--- config.mk ---
export PLATFORM = sky130hd
export DESIGN_NAME = rcpc_regs
export DESIGN_NICKNAME = d
export VERILOG_FILES = /design/src/rtl/rcpc_pkg.sv /design/src/rtl/rcpc_evt_if.sv /design/src/rtl/rcpc_regs.sv /design/src/rtl/rcpc_bor_ready.sv
export VERILOG_INCLUDE_DIRS = /design/src /design/src/rtl
export SDC_FILE = /design/constraint.sdc
export NUM_CORES = 1
export LEC_CHECK = 0
export ABC_AREA = 1
export BUFFER_PORTS_ARGS = -buffer_cell sky130_fd_sc_hd__buf_4
export CAP_MARGIN = 20
export CELL_PAD_IN_SITES_DETAIL_PLACEMENT = 1
export CELL_PAD_IN_SITES_GLOBAL_PLACEMENT = 1
export CORE_MARGIN = 3
export CORE_UTILIZATION = 37
export CTS_BUF_LIST = sky130_fd_sc_hd__clkbuf_16
export CTS_CLUSTER_DIAMETER = 50
export DETAILED_ROUTE_END_ITERATION = 7
export PLACE_DENSITY = 0.75
export SLEW_MARGIN = 40
export SYNTH_ARGS = -nofsm -noshare
export SYNTH_HDL_FRONTEND = slang
export SYNTH_SLANG_ARGS = --single-unit
--- constraint.sdc ---
create_clock -name clk_in -period 1.53 [get_ports clk_in]
set_clock_uncertainty 0.1 [all_clocks]
set_input_delay 0.0765 -clock clk_in [delete_from_list [all_inputs] [get_ports clk_in]]
set_output_delay 0.0765 -clock clk_in [all_outputs]
set_load 0.01 [all_outputs]
--- src/rtl/rcpc_defines.svh ---
`ifndef RCPC_DEFINES_SVH
`define RCPC_DEFINES_SVH

// Register map
`define RCPC_ADDR_BROWNOUT_CTL 12'h811
`define RCPC_ADDR_RESERVED     12'h812
`define RCPC_ADDR_CAUSE_LOW    12'h813
`define RCPC_ADDR_CAUSE_HIGH   12'h814
`define RCPC_ADDR_IRQ_STATUS   12'h818
`define RCPC_ADDR_IRQ_ENABLE   12'h819
`define RCPC_ADDR_IRQ_CLEAR    12'h81a

// Brown-out control fields
`define RCPC_SW_EN_BIT   7
`define RCPC_READY_BIT   0
`define RCPC_MODE_SW     2'h1
`define RCPC_MODE_ON_BIT 1

// Reset-cause low fields
`define RCPC_OVF_BIT   7
`define RCPC_UNF_BIT   6
`define RCPC_WDT_BIT   4
`define RCPC_PIN_BIT   3
`define RCPC_INSTR_BIT 2
`define RCPC_POR_BIT   1
`define RCPC_BO_BIT    0
`define RCPC_LOW_MASK  8'hdf
`define RCPC_LOW_ACT   8'hc0
`define RCPC_LOW_POR   8'h1d
`define RCPC_LOW_BO    8'h1c

// Reset-cause high fields
`define RCPC_MEM_VIOL_BIT 1
`define RCPC_HIGH_MASK  8'h02
`define RCPC_HIGH_RST   8'h02

// Timing
`define RCPC_CLK_MHZ   20
`define RCPC_WARMUP_NS 2000
`define RCPC_WARM_CYC  ((`RCPC_WARMUP_NS * `RCPC_CLK_MHZ + 999) / 1000)
`define RCPC_WARM_W    8

`endif

--- src/rtl/rcpc_pkg.sv ---
package rcpc_pkg;
    typedef logic [7:0]  rcpc_byte_t;
    typedef logic [11:0] rcpc_addr_t;
    typedef logic [1:0]  rcpc_mode_t;
    typedef enum logic [1:0] {BO_OFF, BO_WARM, BO_ARMED} rcpc_bo_state_t;
endpackage : rcpc_pkg

--- src/rtl/rcpc_evt_if.sv ---
`timescale 1ns/100ps
interface rcpc_evt_if;
    logic       sw_en;
    logic [1:0] mode;
    logic       det_en;
    logic       ready;
    modport core (output sw_en, output mode, input det_en, input ready);
    modport det  (input sw_en, input mode, output det_en, output ready);
endinterface : rcpc_evt_if

--- src/rtl/rcpc_regs.sv ---
// The plain strobed port was decided locally.
`timescale 1ns/100ps
`include "rcpc_defines.svh"
module rcpc_regs (
    // Clock and power-on reset
    input  wire logic                 clk_in,
    input  wire logic                 rstn_in,
    // Register port
    input  wire rcpc_pkg::rcpc_addr_t reg_addr_in,
    input  wire rcpc_pkg::rcpc_byte_t reg_wdata_in,
    input  wire logic                 reg_wr_in,
    input  wire logic                 reg_rd_in,
    output rcpc_pkg::rcpc_byte_t      reg_rdata_out,
    // Reset causes
    input  wire logic                 brownout_reset_in,
    input  wire logic                 watchdog_reset_in,
    input  wire logic                 reset_instr_in,
    input  wire logic                 stack_overflow_in,
    input  wire logic                 stack_underflow_in,
    input  wire logic                 memory_violation_in,
    input  wire logic                 master_clear_pin_n_in,
    // Configuration
    input  wire rcpc_pkg::rcpc_mode_t brownout_mode_config_in,
    // Detector and interrupt
    output logic                      brownout_detect_en_out,
    output logic                      brownout_ready_out,
    output logic                      irq_out
);
    import rcpc_pkg::*;

    rcpc_evt_if bo_if ();

    rcpc_byte_t cause_low_q;
    rcpc_byte_t cause_low_d;
    rcpc_byte_t cause_high_q;
    rcpc_byte_t cause_high_d;
    rcpc_byte_t low_wr_val;
    rcpc_byte_t high_wr_val;
    rcpc_byte_t hw_low;
    rcpc_byte_t hw_high;
    rcpc_byte_t ctl_rd;
    rcpc_byte_t rd_mux;
    rcpc_byte_t rdata_q;
    rcpc_byte_t irq_sts_q;
    rcpc_byte_t irq_sts_d;
    rcpc_byte_t irq_en_q;
    rcpc_byte_t irq_en_d;
    rcpc_byte_t irq_clr;
    rcpc_byte_t irq_evt;
    logic       sw_en_q;
    logic       sw_en_d;
    logic       irq_q;
    logic       ready_prev_q;
    logic       pin_s1_q;
    logic       pin_s2_q;
    logic       pin_s3_q;
    logic       pin_fall;
    logic       wr_ctl;
    logic       wr_low;
    logic       wr_high;
    logic       wr_ien;
    logic       wr_clr;

    function automatic logic addr_hit(input rcpc_addr_t a, input rcpc_addr_t off);
        return (a == off);
    endfunction : addr_hit

    // Write decode
    assign wr_ctl  = reg_wr_in && addr_hit(reg_addr_in, `RCPC_ADDR_BROWNOUT_CTL);
    assign wr_low  = reg_wr_in && addr_hit(reg_addr_in, `RCPC_ADDR_CAUSE_LOW);
    assign wr_high = reg_wr_in && addr_hit(reg_addr_in, `RCPC_ADDR_CAUSE_HIGH);
    assign wr_ien  = reg_wr_in && addr_hit(reg_addr_in, `RCPC_ADDR_IRQ_ENABLE);
    assign wr_clr  = reg_wr_in && addr_hit(reg_addr_in, `RCPC_ADDR_IRQ_CLEAR);

    // Brown-out reset reloads the enable; other resets never reach here
    assign sw_en_d = brownout_reset_in ? 1'b1
                   : wr_ctl ? reg_wdata_in[`RCPC_SW_EN_BIT] : sw_en_q;

    // Master clear pin crosses in through two stages first
    assign pin_fall = pin_s3_q && !pin_s2_q;

    // Hardware cause events, one bit per flag position
    assign hw_low = (rcpc_byte_t'(stack_overflow_in)  << `RCPC_OVF_BIT)
                  | (rcpc_byte_t'(stack_underflow_in) << `RCPC_UNF_BIT)
                  | (rcpc_byte_t'(watchdog_reset_in)  << `RCPC_WDT_BIT)
                  | (rcpc_byte_t'(pin_fall)           << `RCPC_PIN_BIT)
                  | (rcpc_byte_t'(reset_instr_in)     << `RCPC_INSTR_BIT);
    assign hw_high = rcpc_byte_t'(memory_violation_in) << `RCPC_MEM_VIOL_BIT;

    // Writes only store masked values; no reset is requested from here
    assign low_wr_val  = wr_low ? (reg_wdata_in & `RCPC_LOW_MASK) : cause_low_q;
    assign high_wr_val = wr_high ? (reg_wdata_in & `RCPC_HIGH_MASK) : cause_high_q;

    // Event beats a same-cycle write; hardware only drives toward active
    assign cause_low_d = brownout_reset_in
        ? ((`RCPC_LOW_BO & ~(8'h01 << `RCPC_POR_BIT)) | (cause_low_q & (8'h01 << `RCPC_POR_BIT)))
        : ((low_wr_val & ~hw_low) | (`RCPC_LOW_ACT & hw_low));
    assign cause_high_d = brownout_reset_in ? `RCPC_HIGH_RST
                                            : (high_wr_val & ~hw_high);

    // Interrupt status: sticky, set wins over clear
    assign irq_evt = {bo_if.ready && !ready_prev_q, memory_violation_in, brownout_reset_in,
                      watchdog_reset_in, pin_fall, reset_instr_in, stack_underflow_in,
                      stack_overflow_in};
    assign irq_clr  = wr_clr ? reg_wdata_in : 8'h00;
    assign irq_en_d = wr_ien ? reg_wdata_in : irq_en_q;
    for (genvar i = 0; i < 8; i++) begin : g_irq
        assign irq_sts_d[i] = irq_evt[i] || (irq_sts_q[i] && !irq_clr[i]);
    end

    // Read path
    assign ctl_rd = (rcpc_byte_t'(sw_en_q) << `RCPC_SW_EN_BIT)
                  | (rcpc_byte_t'(bo_if.ready) << `RCPC_READY_BIT);
    assign rd_mux = addr_hit(reg_addr_in, `RCPC_ADDR_BROWNOUT_CTL) ? ctl_rd
                  : addr_hit(reg_addr_in, `RCPC_ADDR_CAUSE_LOW)    ? cause_low_q
                  : addr_hit(reg_addr_in, `RCPC_ADDR_CAUSE_HIGH)   ? cause_high_q
                  : addr_hit(reg_addr_in, `RCPC_ADDR_IRQ_STATUS)   ? irq_sts_q
                  : addr_hit(reg_addr_in, `RCPC_ADDR_IRQ_ENABLE)   ? irq_en_q
                  : 8'h00;

    assign bo_if.sw_en = sw_en_q;
    assign bo_if.mode  = brownout_mode_config_in;

    rcpc_bo_ready u_bo_ready (
        .clk_in  (clk_in),
        .rstn_in (rstn_in),
        .bo_if   (bo_if)
    );

    always_ff @(posedge clk_in or negedge rstn_in) begin
        if (!rstn_in) begin
            pin_s1_q <= 1'b1;
            pin_s2_q <= 1'b1;
            pin_s3_q <= 1'b1;
        end else begin
            pin_s1_q <= master_clear_pin_n_in;
            pin_s2_q <= pin_s1_q;
            pin_s3_q <= pin_s2_q;
        end
    end

    // Power-on reset: brown-out flag chosen as 1, power-on flag low
    always_ff @(posedge clk_in or negedge rstn_in) begin
        if (!rstn_in) begin
            sw_en_q      <= 1'b1;
            cause_low_q  <= `RCPC_LOW_POR;
            cause_high_q <= `RCPC_HIGH_RST;
        end else begin
            sw_en_q      <= sw_en_d;
            cause_low_q  <= cause_low_d;
            cause_high_q <= cause_high_d;
        end
    end

    always_ff @(posedge clk_in or negedge rstn_in) begin
        if (!rstn_in) begin
            irq_sts_q    <= 8'h00;
            irq_en_q     <= 8'h00;
            irq_q        <= 1'b0;
            ready_prev_q <= 1'b0;
            rdata_q      <= 8'h00;
        end else begin
            irq_sts_q    <= irq_sts_d;
            irq_en_q     <= irq_en_d;
            irq_q        <= |(irq_sts_d & irq_en_d);
            ready_prev_q <= bo_if.ready;
            rdata_q      <= reg_rd_in ? rd_mux : 8'h00;
        end
    end

    assign reg_rdata_out          = rdata_q;
    assign irq_out                = irq_q;
    assign brownout_detect_en_out = bo_if.det_en;
    assign brownout_ready_out     = bo_if.ready;
endmodule : rcpc_regs

--- src/rtl/rcpc_bor_ready.sv ---
`timescale 1ns/100ps
`include "rcpc_defines.svh"
module rcpc_bo_ready (
    // Clock and reset
    input wire logic clk_in,
    input wire logic rstn_in,
    // Detector control
    rcpc_evt_if.det  bo_if
);
    import rcpc_pkg::*;

    localparam int warm_last_c = `RCPC_WARM_CYC - 1;

    logic                    det_en_d;
    logic                    det_en_q;
    logic                    ready_q;
    logic                    warm_done;
    logic [`RCPC_WARM_W-1:0] warm_last;
    rcpc_bo_state_t          state_q;
    rcpc_bo_state_t          state_d;
    logic [`RCPC_WARM_W-1:0] cnt_q;
    logic [`RCPC_WARM_W-1:0] cnt_d;

    // Software enable only counts in software mode
    assign det_en_d  = (bo_if.mode == `RCPC_MODE_SW) ? bo_if.sw_en
                                                     : bo_if.mode[`RCPC_MODE_ON_BIT];
    assign warm_last = warm_last_c[`RCPC_WARM_W-1:0];
    assign warm_done = (cnt_q == warm_last);

    always_comb begin
        state_d = state_q;
        cnt_d   = cnt_q;
        unique case (state_q)
            BO_OFF: begin
                if (det_en_q) begin
                    state_d = BO_WARM;
                    cnt_d   = '0;
                end
            end
            BO_WARM: begin
                if (!det_en_q) begin
                    state_d = BO_OFF;
                end else if (warm_done) begin
                    state_d = BO_ARMED;
                end else begin
                    cnt_d = cnt_q + 1'b1;
                end
            end
            BO_ARMED: begin
                if (!det_en_q) begin
                    state_d = BO_OFF;
                end
            end
        endcase
    end

    always_ff @(posedge clk_in or negedge rstn_in) begin
        if (!rstn_in) begin
            state_q  <= BO_OFF;
            cnt_q    <= '0;
            det_en_q <= 1'b0;
            ready_q  <= 1'b0;
        end else begin
            state_q  <= state_d;
            cnt_q    <= cnt_d;
            det_en_q <= det_en_d;
            ready_q  <= (state_d == BO_ARMED);
        end
    end

    assign bo_if.det_en = det_en_q;
    assign bo_if.ready  = ready_q;
endmodule : rcpc_bo_ready

---- Yosys cells after proc, flatten, opt, wreduce, memory -nomap -nowiden ----
Cells that the tools add are included.
Widths: inputs -> output; s select.
word-level totals
  flip-flop bits (word level) ............. 58
  bits of input ports ..................... 33
  output and inout port bits .............. 11
operators by class
  add/subtract/negate cells ............... 1
  eq/ne operators ......................... 14
  multiplexer cells ....................... 24
  bitwise gates (word level) .............. 11
  reductions and logical operators ........ 38
operator list
  kind                  number
  $mux 8                15
  $eq 12x12->1 const B  6
  $and 8x8->8           3
  $pmux 8 s2            1
  $logic_and 1x1->1     15
  $logic_not 1->1       10
  $add 8x1->8 const B   1
  $eq 8x6->1 const B    1
  $logic_or 1x1->1      8
  $mux 2                4
  $not 2->8             1
  $not 8->8             1
  $or 8x1->8            1
  $or 8x3->8            1
  $or 8x4->8            1
  $or 8x5->8            1
  $or 8x7->8            1
  $or 8x8->8            1
  $reduce_or 8->1       1
  $pmux 2 s3            1
  $eq 2x1->1 const B    2
  $eq 2x2->1 const B    2
  $ne 2x1->1 const B    2
  $reduce_and 4->1      1
  other kinds (4)       7

---- Longest topological paths before layout ----
Gate-level depths: netlist of the first run.
  depth after elaboration ................. 8
  depth in mapped cells ................... 12

---- Modules after synthesis ----
Synthesis of the first run repeated with hierarchy kept, for this count alone.
unflattened totals
  cell total of the unflattened synthesis .. 341
  area total of the unflattened synthesis .. 2665.1 um2
by module, submodules not included
  module         instances  cells an instance  area each (um2)  sequential area each (um2)
  rcpc_regs      1          237                1883.1           962.2
  rcpc_bo_ready  1          104                782.0            300.3

---- Worst setup path after synthesis of the first run ----
No wires, ideal clock.
  path kind ............................... register to register
  from .................................... reg u_bo_ready.cnt_q[0]
  to ...................................... reg u_bo_ready.cnt_q[0]
  setup time .............................. 0.123 ns
  arrival time ............................ 1.413 ns
  setup slack ............................. -0.106 ns
  stages on the path, launching flop included .. 10
  path through ............................ dfrtp_1 ha_1 nand2_1 nor3_1 a21oi_1 nand2_1 nand2_2 inv_1 nand2_1 o21ai_1
on the way
  cells in the longest elaborated chain, start to end .. 4
RTL lines
  item                    line                  RTL
  start, declared         rcpc_bor_ready.sv:21  logic [`RCPC_WARM_W-1:0] cnt_q;
  start signal, assigned  rcpc_bor_ready.sv:65  cnt_q <= cnt_d;
  $add 8x1->8             rcpc_bor_ready.sv:46  cnt_d = cnt_q + 1'b1;
  $mux 8                  rcpc_bor_ready.sv:43  end else if (warm_done) begin
  $mux 8                  rcpc_bor_ready.sv:41  if (!det_en_q) begin
  $pmux 8 s2              rcpc_bor_ready.sv:33  unique case (state_q)
Parallel ways exist; a longest one is shown, timed or not. The select of a mux whose other input is x is not followed.
A chain may end at the register's enable or synchronous reset.

---- Worst setup path after layout of the first run ----
  from .................................... reg u_bo_ready.cnt_q[1]
  to ...................................... reg u_bo_ready.cnt_q[7]
The elaborated chain is that of the path after synthesis.

==> results of run 1 <==
-- through the flow --
stage / area, µm² / TNS (ns) / setup slack (ns) / utilization [%]
4_1_cts: 3520 / -0.0798 / -0.0434 / 53.7
2_1_floorplan: 2620 / 0 / 0.00866 / -
6_report: 3590 / -0.287 / -0.0516 / 54.7
3_5_place_dp: 3200 / -0.412 / -0.0739 / 48.7
5_1_grt: 3590 / -1.22 / -0.160 / 54.7
3_3_place_gp: 3200 / 0 / 0.00537 / 48.7
-- sequential cells by signal, indices dropped and copies added (netlist names) --
name and flops:
irq_en_q 8, irq_sts_q 8, reg_rdata_out 8, u_bo_ready.cnt_q 8
cause_low_q 7, u_bo_ready.state_q 2, bo_if.sw_en 1, cause_high_q 1
irq_out 1, pin_s1_q 1, pin_s2_q 1, pin_s3_q 1
ready_prev_q 1, u_bo_ready.bo_if.det_en 1, u_bo_ready.bo_if.ready 1
-- synth_stat cells (2+ instances only) --
| cell | count |
|---|---|
| nand2_1 | 89 |
| dfrtp_1 | 41 |
| inv_1 | 34 |
| nand3_1 | 26 |
| nor2_1 | 20 |
| o21ai_0 | 20 |
| a21oi_1 | 13 |
| nand4_1 | 11 |
| o21ai_1 | 11 |
| dfstp_2 | 9 |
| nor3_1 | 6 |
| ha_1 | 4 |
| nand2_2 | 3 |
| buf_6 | 2 |
| buf_8 | 2 |
| inv_2 | 2 |
| nor2_2 | 2 |
| nor2_4 | 2 |
| o211ai_1 | 2 |
| xor2_1 | 2 |
-- cell type report --
class                      instances  area (µm²)
inverter                          37         141
multi-input combinational        222        1210
timing repair buffer              87         721
clock inverter                     3        12.5
clock buffer                       5         125
fill                             799        2970
tap                               93         116
sequential                        50        1260
-- power by group through the flow --
stage / logic, mW / clock network, mW / registers [mW]
5_1_grt: 1.04 / 1.14 / 1.49
3_5_place_dp: 0.731 / 0 / 1.50
4_1_cts: 0.822 / 1.08 / 1.48
3_3_place_gp: 0.700 / 0 / 1.49
6_report: 0.929 / 1.07 / 1.49
2_1_floorplan: 0.347 / 0 / 1.48
-- critical path, stage by stage (launching register included) --
cell,delay [ns]
dfrtp_1,0.37
ha_2,0.22
nand2_4,0.06
nor3_4,0.15
a21oi_2,0.11
nand2_2,0.14
nand2_4,0.10
buf_4,0.14
nand2_1,0.05
nand2_1,0.05
-- path summary, 6_finish.rpt --
path                                     start                    end  slack [ns]  cells past startpoint
max in group asynchronous              rstn_in  u_bo_ready.state_q[1]        0.64                      2
max reg2reg                u_bo_ready.cnt_q[1]    u_bo_ready.cnt_q[7]       -0.05                      9
min reg2reg                           pin_s1_q               pin_s2_q        0.26                      0
min                            reg_wdata_in[6]            irq_en_q[6]        0.02                      3
min in group asynchronous              rstn_in       reg_rdata_out[3]        0.25                      2
max                        u_bo_ready.cnt_q[1]    u_bo_ready.cnt_q[7]       -0.05                      9
-- what timing repair did --
action	4_1_cts	5_1_grt
setup buffers	1	2
endpoints found under the hold margin	58	0
gates resized for setup	5	15
endpoints found under the setup margin	9	11
cloned	0	0
pin swaps	2	6
hold buffers	17	0
-- routing by layer --
metal,up-vias,track usage [%]
met2,43,32.5
met4,0,5.99
met5,-,0
li1,1202,-
met3,11,3.34
met1,1198,23.7
-- kinds of logic after synthesis --
logic type	count (synthesis)	share of synthesized area, %
buf+inv	44	7.97
compound gates	51	11.0
xor+xnor	2	0.673
fa+ha+maj	4	1.92
flops	50	48.5
simple gates	165	30.0
==> metrics.md, run 1 <==
| Metric | Value |
|---|---|
| Status | `complete, but fails checks` |
| Failing checks | `setup timing` |
| Netlist Area Pre-Place | `2600 µm²` |
| Ys flop type | `dfrtp_1` |
| Commonest non-fill, non-tap cell in the layout | `nand2_1` |
| Final Net Count | `440` |
| DR WL met2 | `3810 µm` |
| Total gr overflow | `0` |
| P per Cell Area | `969 nW/µm²` |
| Initial antenna violation count | `0` |
| Synthesized Nets | `353` |
| Leakage | `1.83 nW` |
| Clk pwr share | `30.6%` |
| M1 wire length | `3310 µm` |
| Final setup viols | `8` |
| Via/cell ratio | `4.94` |
| Vias in the first global route | `2600` |
| Peak VDD IR | `0.000445 V` |
| Slew HR | `57.6%` |
| Share of flip-flops with an asynchronous set or reset | `100%` |
| H-tree levels | `2` |
| Port Buffer Count | `43` |
| Register share of total power | `42.7%` |
| Site Rows | `29` |
| Hold_ws | `0.0176 ns` |
| Detailed Route Iter0 Violations | `101` |
| Fin. Hold Viols | `0` |
| Die area | `8080 µm²` |
| Final Total Pwr | `3.48 mW` |
| Initial core utilization | `39.7%` |
| Final WS setup | `-0.0516 ns` |
| Synth Area per Inst | `8.24 µm²` |
| Cells after Synth | `316` |
| Die Span Y | `89.9 µm` |
| Max FO, Critical Path | `8` |
| Pint | `2.43 mW` |
| RSZ-0062 raised after global routing | `true` |
| CP Class | `reg -> reg` |
| Comb power frac | `26.7%` |
| GPL Wtd Cong | `0.791` |
| DP HPWL | `5370 µm` |
| Drt wl/cell | `15.1 µm` |
| Commonest non-fill, non-tap cells in the layout | `84 x nand2_1, 68 x buf_4, 41 x dfrtp_1, 32 x inv_1, 24 x nand3_1` |
| Hold Path Class | `in -> reg` |
| Number of synthesized flops with an enable pin | `0` |
| Share of the yosys chip area belonging to registers | `48.5%` |
| Global Route Usage Sum | `18.7%` |
| Routed Antenna Nets | `0` |
| Num ports | `44` |
| Share of cells above drive strength 1 | `30.2%` |
| Startpoint types | `flop` |
| Largest cells by area after synthesis | `dfrtp_1 39%, nand2_1 13%, dfstp_2 9.1%` |
| Via count of the routed design | `2454` |
| Yosys top cell by area | `dfrtp_1` |
| Top cell type's share of synthesized area | `39.4%` |
| NetSw | `1.05 mW` |
| Synth Register Bits | `50` |
| CP Data Required Time | `1.61 ns` |
| First-pass GRT wire length | `12400 µm` |
| CTS Buf Count | `5` |
| 1st-pass router iterations | `4` |
| Syn. warnings | `0` |
| Worst-Margin Slew | `0.636 ns` |
| Period utilization | `103%` |
| Slew Viols, Final | `0` |
| Crit end category | `flop` |
| Area Growth Syn to Fin | `37.9%` |
| DRC viols | `0` |
| Final non-filler cell total | `497` |
| Top routing layer used | `met4` |
| Max-cap violations | `0` |
| Minimum clock period after layout | `1.58 ns` |
| Inst Count DP | `469` |
| Largest net degree at the start of global routing | `51` |
| Core Area | `6570 µm²` |
| Clock latency on the worst-skew pair | `0.29 ns` |
| Die width | `89.9 µm` |
| Clock tree buffer depth | `2` |
| Switching part of the total power | `30.1%` |
| Peak Freq | `0.632 GHz` |
| Clock sink total | `50` |
| CTS clk-pin slew, worst paths | `0.07 ns` |
| Root Buffer | `clkbuf_16` |
| Worst path arrival time | `1.66 ns` |
| Ant. Diodes | `0` |
| CTS tree | `done` |
| Total wire length | `7500 µm` |
| DR WL met3 | `230 µm` |
| Distinct cells, synth | `35` |
(Power assumes the default switching activity.)
==> run 2: changes to the inputs <==
PLACE_DENSITY = default   (was 0.75)
PLACE_DENSITY_LB_ADDON = 0.1   (was default)
==> run 2 against run 1 <==
The run now ends clean. First-iteration DRC count fell by 23%. Utilization rose by 1.1 points. Combinational power fell by 10%. Worst setup slack improved by 0.068 ns. Non-clock buffer count rose by 7. Register-to-register slack improved by 0.07 ns. Cell count rose by 1.4%. Via count rose by 0.94%. Critical path depth fell by 1. Hold slack barely moved.
==> metrics.md, run 2 (synthesis results as in run 1) <==
| Metric | Value |
|---|---|
| Status | `complete, no violations (was complete, but fails checks)` |
| R2R depth | `8 (was 9)` |
| Final Total Pwr | `3.56 mW (was 3.48 mW)` |
| Hold Path Class | `in -> reg (unchanged)` |
| Initial antenna violation count | `0 (unchanged)` |
| 1st-pass router iterations | `4 (unchanged)` |
| DP HPWL | `5340 µm (was 5370 µm)` |
| Root Buffer | `clkbuf_16 (unchanged)` |
| Detailed Route Iter0 Violations | `78 (was 101)` |
| Vias in the first global route | `2680 (was 2600)` |
| CP Class | `reg -> reg (unchanged)` |
| Worst Min Path Start | `reg_wr_in (was reg_wdata_in[6])` |
| Clock latency on the worst-skew pair | `0.29 ns (about the same)` |
| Ant. Diodes | `0 (unchanged)` |
| Routed Antenna Nets | `0 (unchanged)` |
| First-pass GRT wire length | `12600 µm (was 12400 µm)` |
| M1 wire length | `3450 µm (was 3310 µm)` |
| Cell area after layout | `3660 µm² (was 3590 µm²)` |
| Commonest non-fill, non-tap cells in the layout | `86 x nand2_1, 73 x buf_4, 41 x dfrtp_1, 29 x inv_1, 25 x nand3_1 (was 84 x nand2_1, 68 x buf_4, 41 x dfrtp_1, 32 x inv_1, 24 x nand3_1)` |
| Total wire length | `7410 µm (was 7500 µm)` |
| P per Cell Area | `972 nW/µm² (was 969 nW/µm²)` |
| CTS clk-pin slew, worst paths | `0.06 ns (was 0.07 ns)` |
| Minimum clock period after layout | `1.51 ns (was 1.58 ns)` |
| Num ports | `44 (unchanged)` |
| Share of cells above drive strength 1 | `30.9% (was 30.2%)` |
| GPL Wtd Cong | `0.797 (was 0.791)` |
| Worst path arrival time | `1.63 ns (was 1.66 ns)` |
| Final WS setup | `0.0162 ns (was -0.0516 ns)` |
| Fin util | `55.8% (was 54.7%)` |
| Reg2reg setup slack | `0.02 ns (was -0.05 ns)` |
| WHS Path Cells | `3 (unchanged)` |
| CTS tree | `done (unchanged)` |
| Fin. Hold Viols | `0 (unchanged)` |
| CP Data Required Time | `1.65 ns (was 1.61 ns)` |
| Site Rows | `29 (unchanged)` |
| Clock tree buffer depth | `2 (unchanged)` |
| Initial core utilization | `39.7% (unchanged)` |
| Crit end category | `flop (unchanged)` |
| Multi-input gate area | `1210 µm² (about the same)` |
| Dpl ws | `-0.0625 ns (was -0.0739 ns)` |
| Total gr overflow | `0 (unchanged)` |
| Clock sink total | `50 (unchanged)` |
| Max-cap violations | `0 (unchanged)` |
| Drt wl/cell | `14.7 µm (was 15.1 µm)` |
| RSZ-0062 raised after global routing | `true (unchanged)` |
| R2R Path End | `u_bo_ready.cnt_q[5] (was u_bo_ready.cnt_q[7])` |
| Global Route Usage Sum | `19.0% (was 18.7%)` |
| Die area | `8080 µm² (unchanged)` |
| Placed cell area | `3200 µm² (about the same)` |
| Register area | `1260 µm² (unchanged)` |
| Peak VDD IR | `0.000722 V (was 0.000445 V)` |
| Core Area | `6570 µm² (unchanged)` |
| Leakage | `1.86 nW (was 1.83 nW)` |
| Via count of the routed design | `2477 (was 2454)` |
| Area Growth Syn to Fin | `40.6% (was 37.9%)` |
| Largest net degree at the start of global routing | `51 (unchanged)` |
| Die Span Y | `89.9 µm (unchanged)` |
| H-tree levels | `2 (unchanged)` |
| Commonest non-fill, non-tap cell in the layout | `nand2_1 (unchanged)` |
| DRC viols | `0 (unchanged)` |
| Die width | `89.9 µm (unchanged)` |
| Final Net Count | `447 (was 440)` |
| DR WL met2 | `3670 µm (was 3810 µm)` |
| Top routing layer used | `met4 (unchanged)` |
| Slew Viols, Final | `0 (unchanged)` |
| Startpoint types | `flop (unchanged)` |
| Period utilization | `98.9% (was 103%)` |
| Fill cells | `796 (was 799)` |
| CTS Buf Count | `5 (unchanged)` |
| Max FO, Critical Path | `8 (unchanged)` |
| Final setup viols | `0 (was 8)` |
| Port Buffer Count | `43 (unchanged)` |
| DR WL met3 | `177 µm (was 230 µm)` |
| Peak Freq | `0.661 GHz (was 0.632 GHz)` |
| Via/cell ratio | `4.91 (was 4.94)` |
| Worst-Margin Slew | `0.633 ns (was 0.636 ns)` |
| R2r startpoint | `u_bo_ready.cnt_q[0] (was u_bo_ready.cnt_q[1])` |
| Slew HR | `57.8% (was 57.6%)` |
| Hold-critical path endpoint | `irq_en_q[7] (was irq_en_q[6])` |
run 2: changes by cell type in the layout (fill, tap and decap cells not counted), sizes merged:
cell / change
buf: +4
bufinv: +1
dlygate4sd3: +3
inv: -1
run 2: metal layers:
metal  GRT usage, %  vias to the layer above
li1               -                     1217
met2           33.3                       37
met3           2.67                       13
met5              0                        -
met4           4.97                        0
met1           24.7                     1210
run 2: critical path, stage by stage, from the launching register on:
cell and delay (ns):
dfrtp_1 0.38, ha_2 0.20, nand2_2 0.09, nor3_4 0.05
a21oi_4 0.15, nand2_2 0.10, nand2_4 0.13, nand3_1 0.10
a21oi_2 0.13
run 2: power breakdown:
group          total [mW]  switching [mW]  leakage (nW)  internal, mW
sequential           1.47          0.0649         0.612          1.41
clock                1.25           0.485        0.0836         0.766
combinational       0.835           0.455          1.17         0.380
run 2: worst max path at each step:
stage | from | end
after detailed placement | u_bo_ready.state_q[1] | u_bo_ready.cnt_q[0]
after floorplan | u_bo_ready.state_q[1] | u_bo_ready.cnt_q[0]
after global placement | reg_addr_in[9] | irq_out
after global routing | u_bo_ready.cnt_q[1] | u_bo_ready.cnt_q[3]
final | u_bo_ready.cnt_q[0] | u_bo_ready.cnt_q[5]
after CTS | u_bo_ready.cnt_q[0] | u_bo_ready.cnt_q[2]
run 2: repair_timing:
item	4_1_cts	5_1_grt
buffers inserted	1	3
endpoints found under the setup margin	8	11
gates resized for setup	6	15
hold buffers	20	0
hold endpoints to repair	63	0
pin swaps	2	7
run 2: stage by stage:
| stage | hold WS (ns) | std cells | setup TNS, ns |
|---|---|---|---|
| 4_1_cts | 0.0124 | 501 | 0 |
| 3_5_place_dp | 0.0471 | 472 | -0.419 |
| 2_1_floorplan | -0.319 | 316 | 0 |
| 3_3_place_gp | 0.0514 | 472 | 0 |
| 6_report | 0.0175 | 504 | 0 |
| 5_1_grt | 0.0535 | 504 | -0.571 |
run 2: layout make-up:
class	instances	area share, %
repair buffers	94	21.0
well taps	93	3.18
clock buffers	5	3.42
clock inverters	3	1.09
multi-input cells	222	33.1
inverters	37	3.79
flip-flops and latches	50	34.5
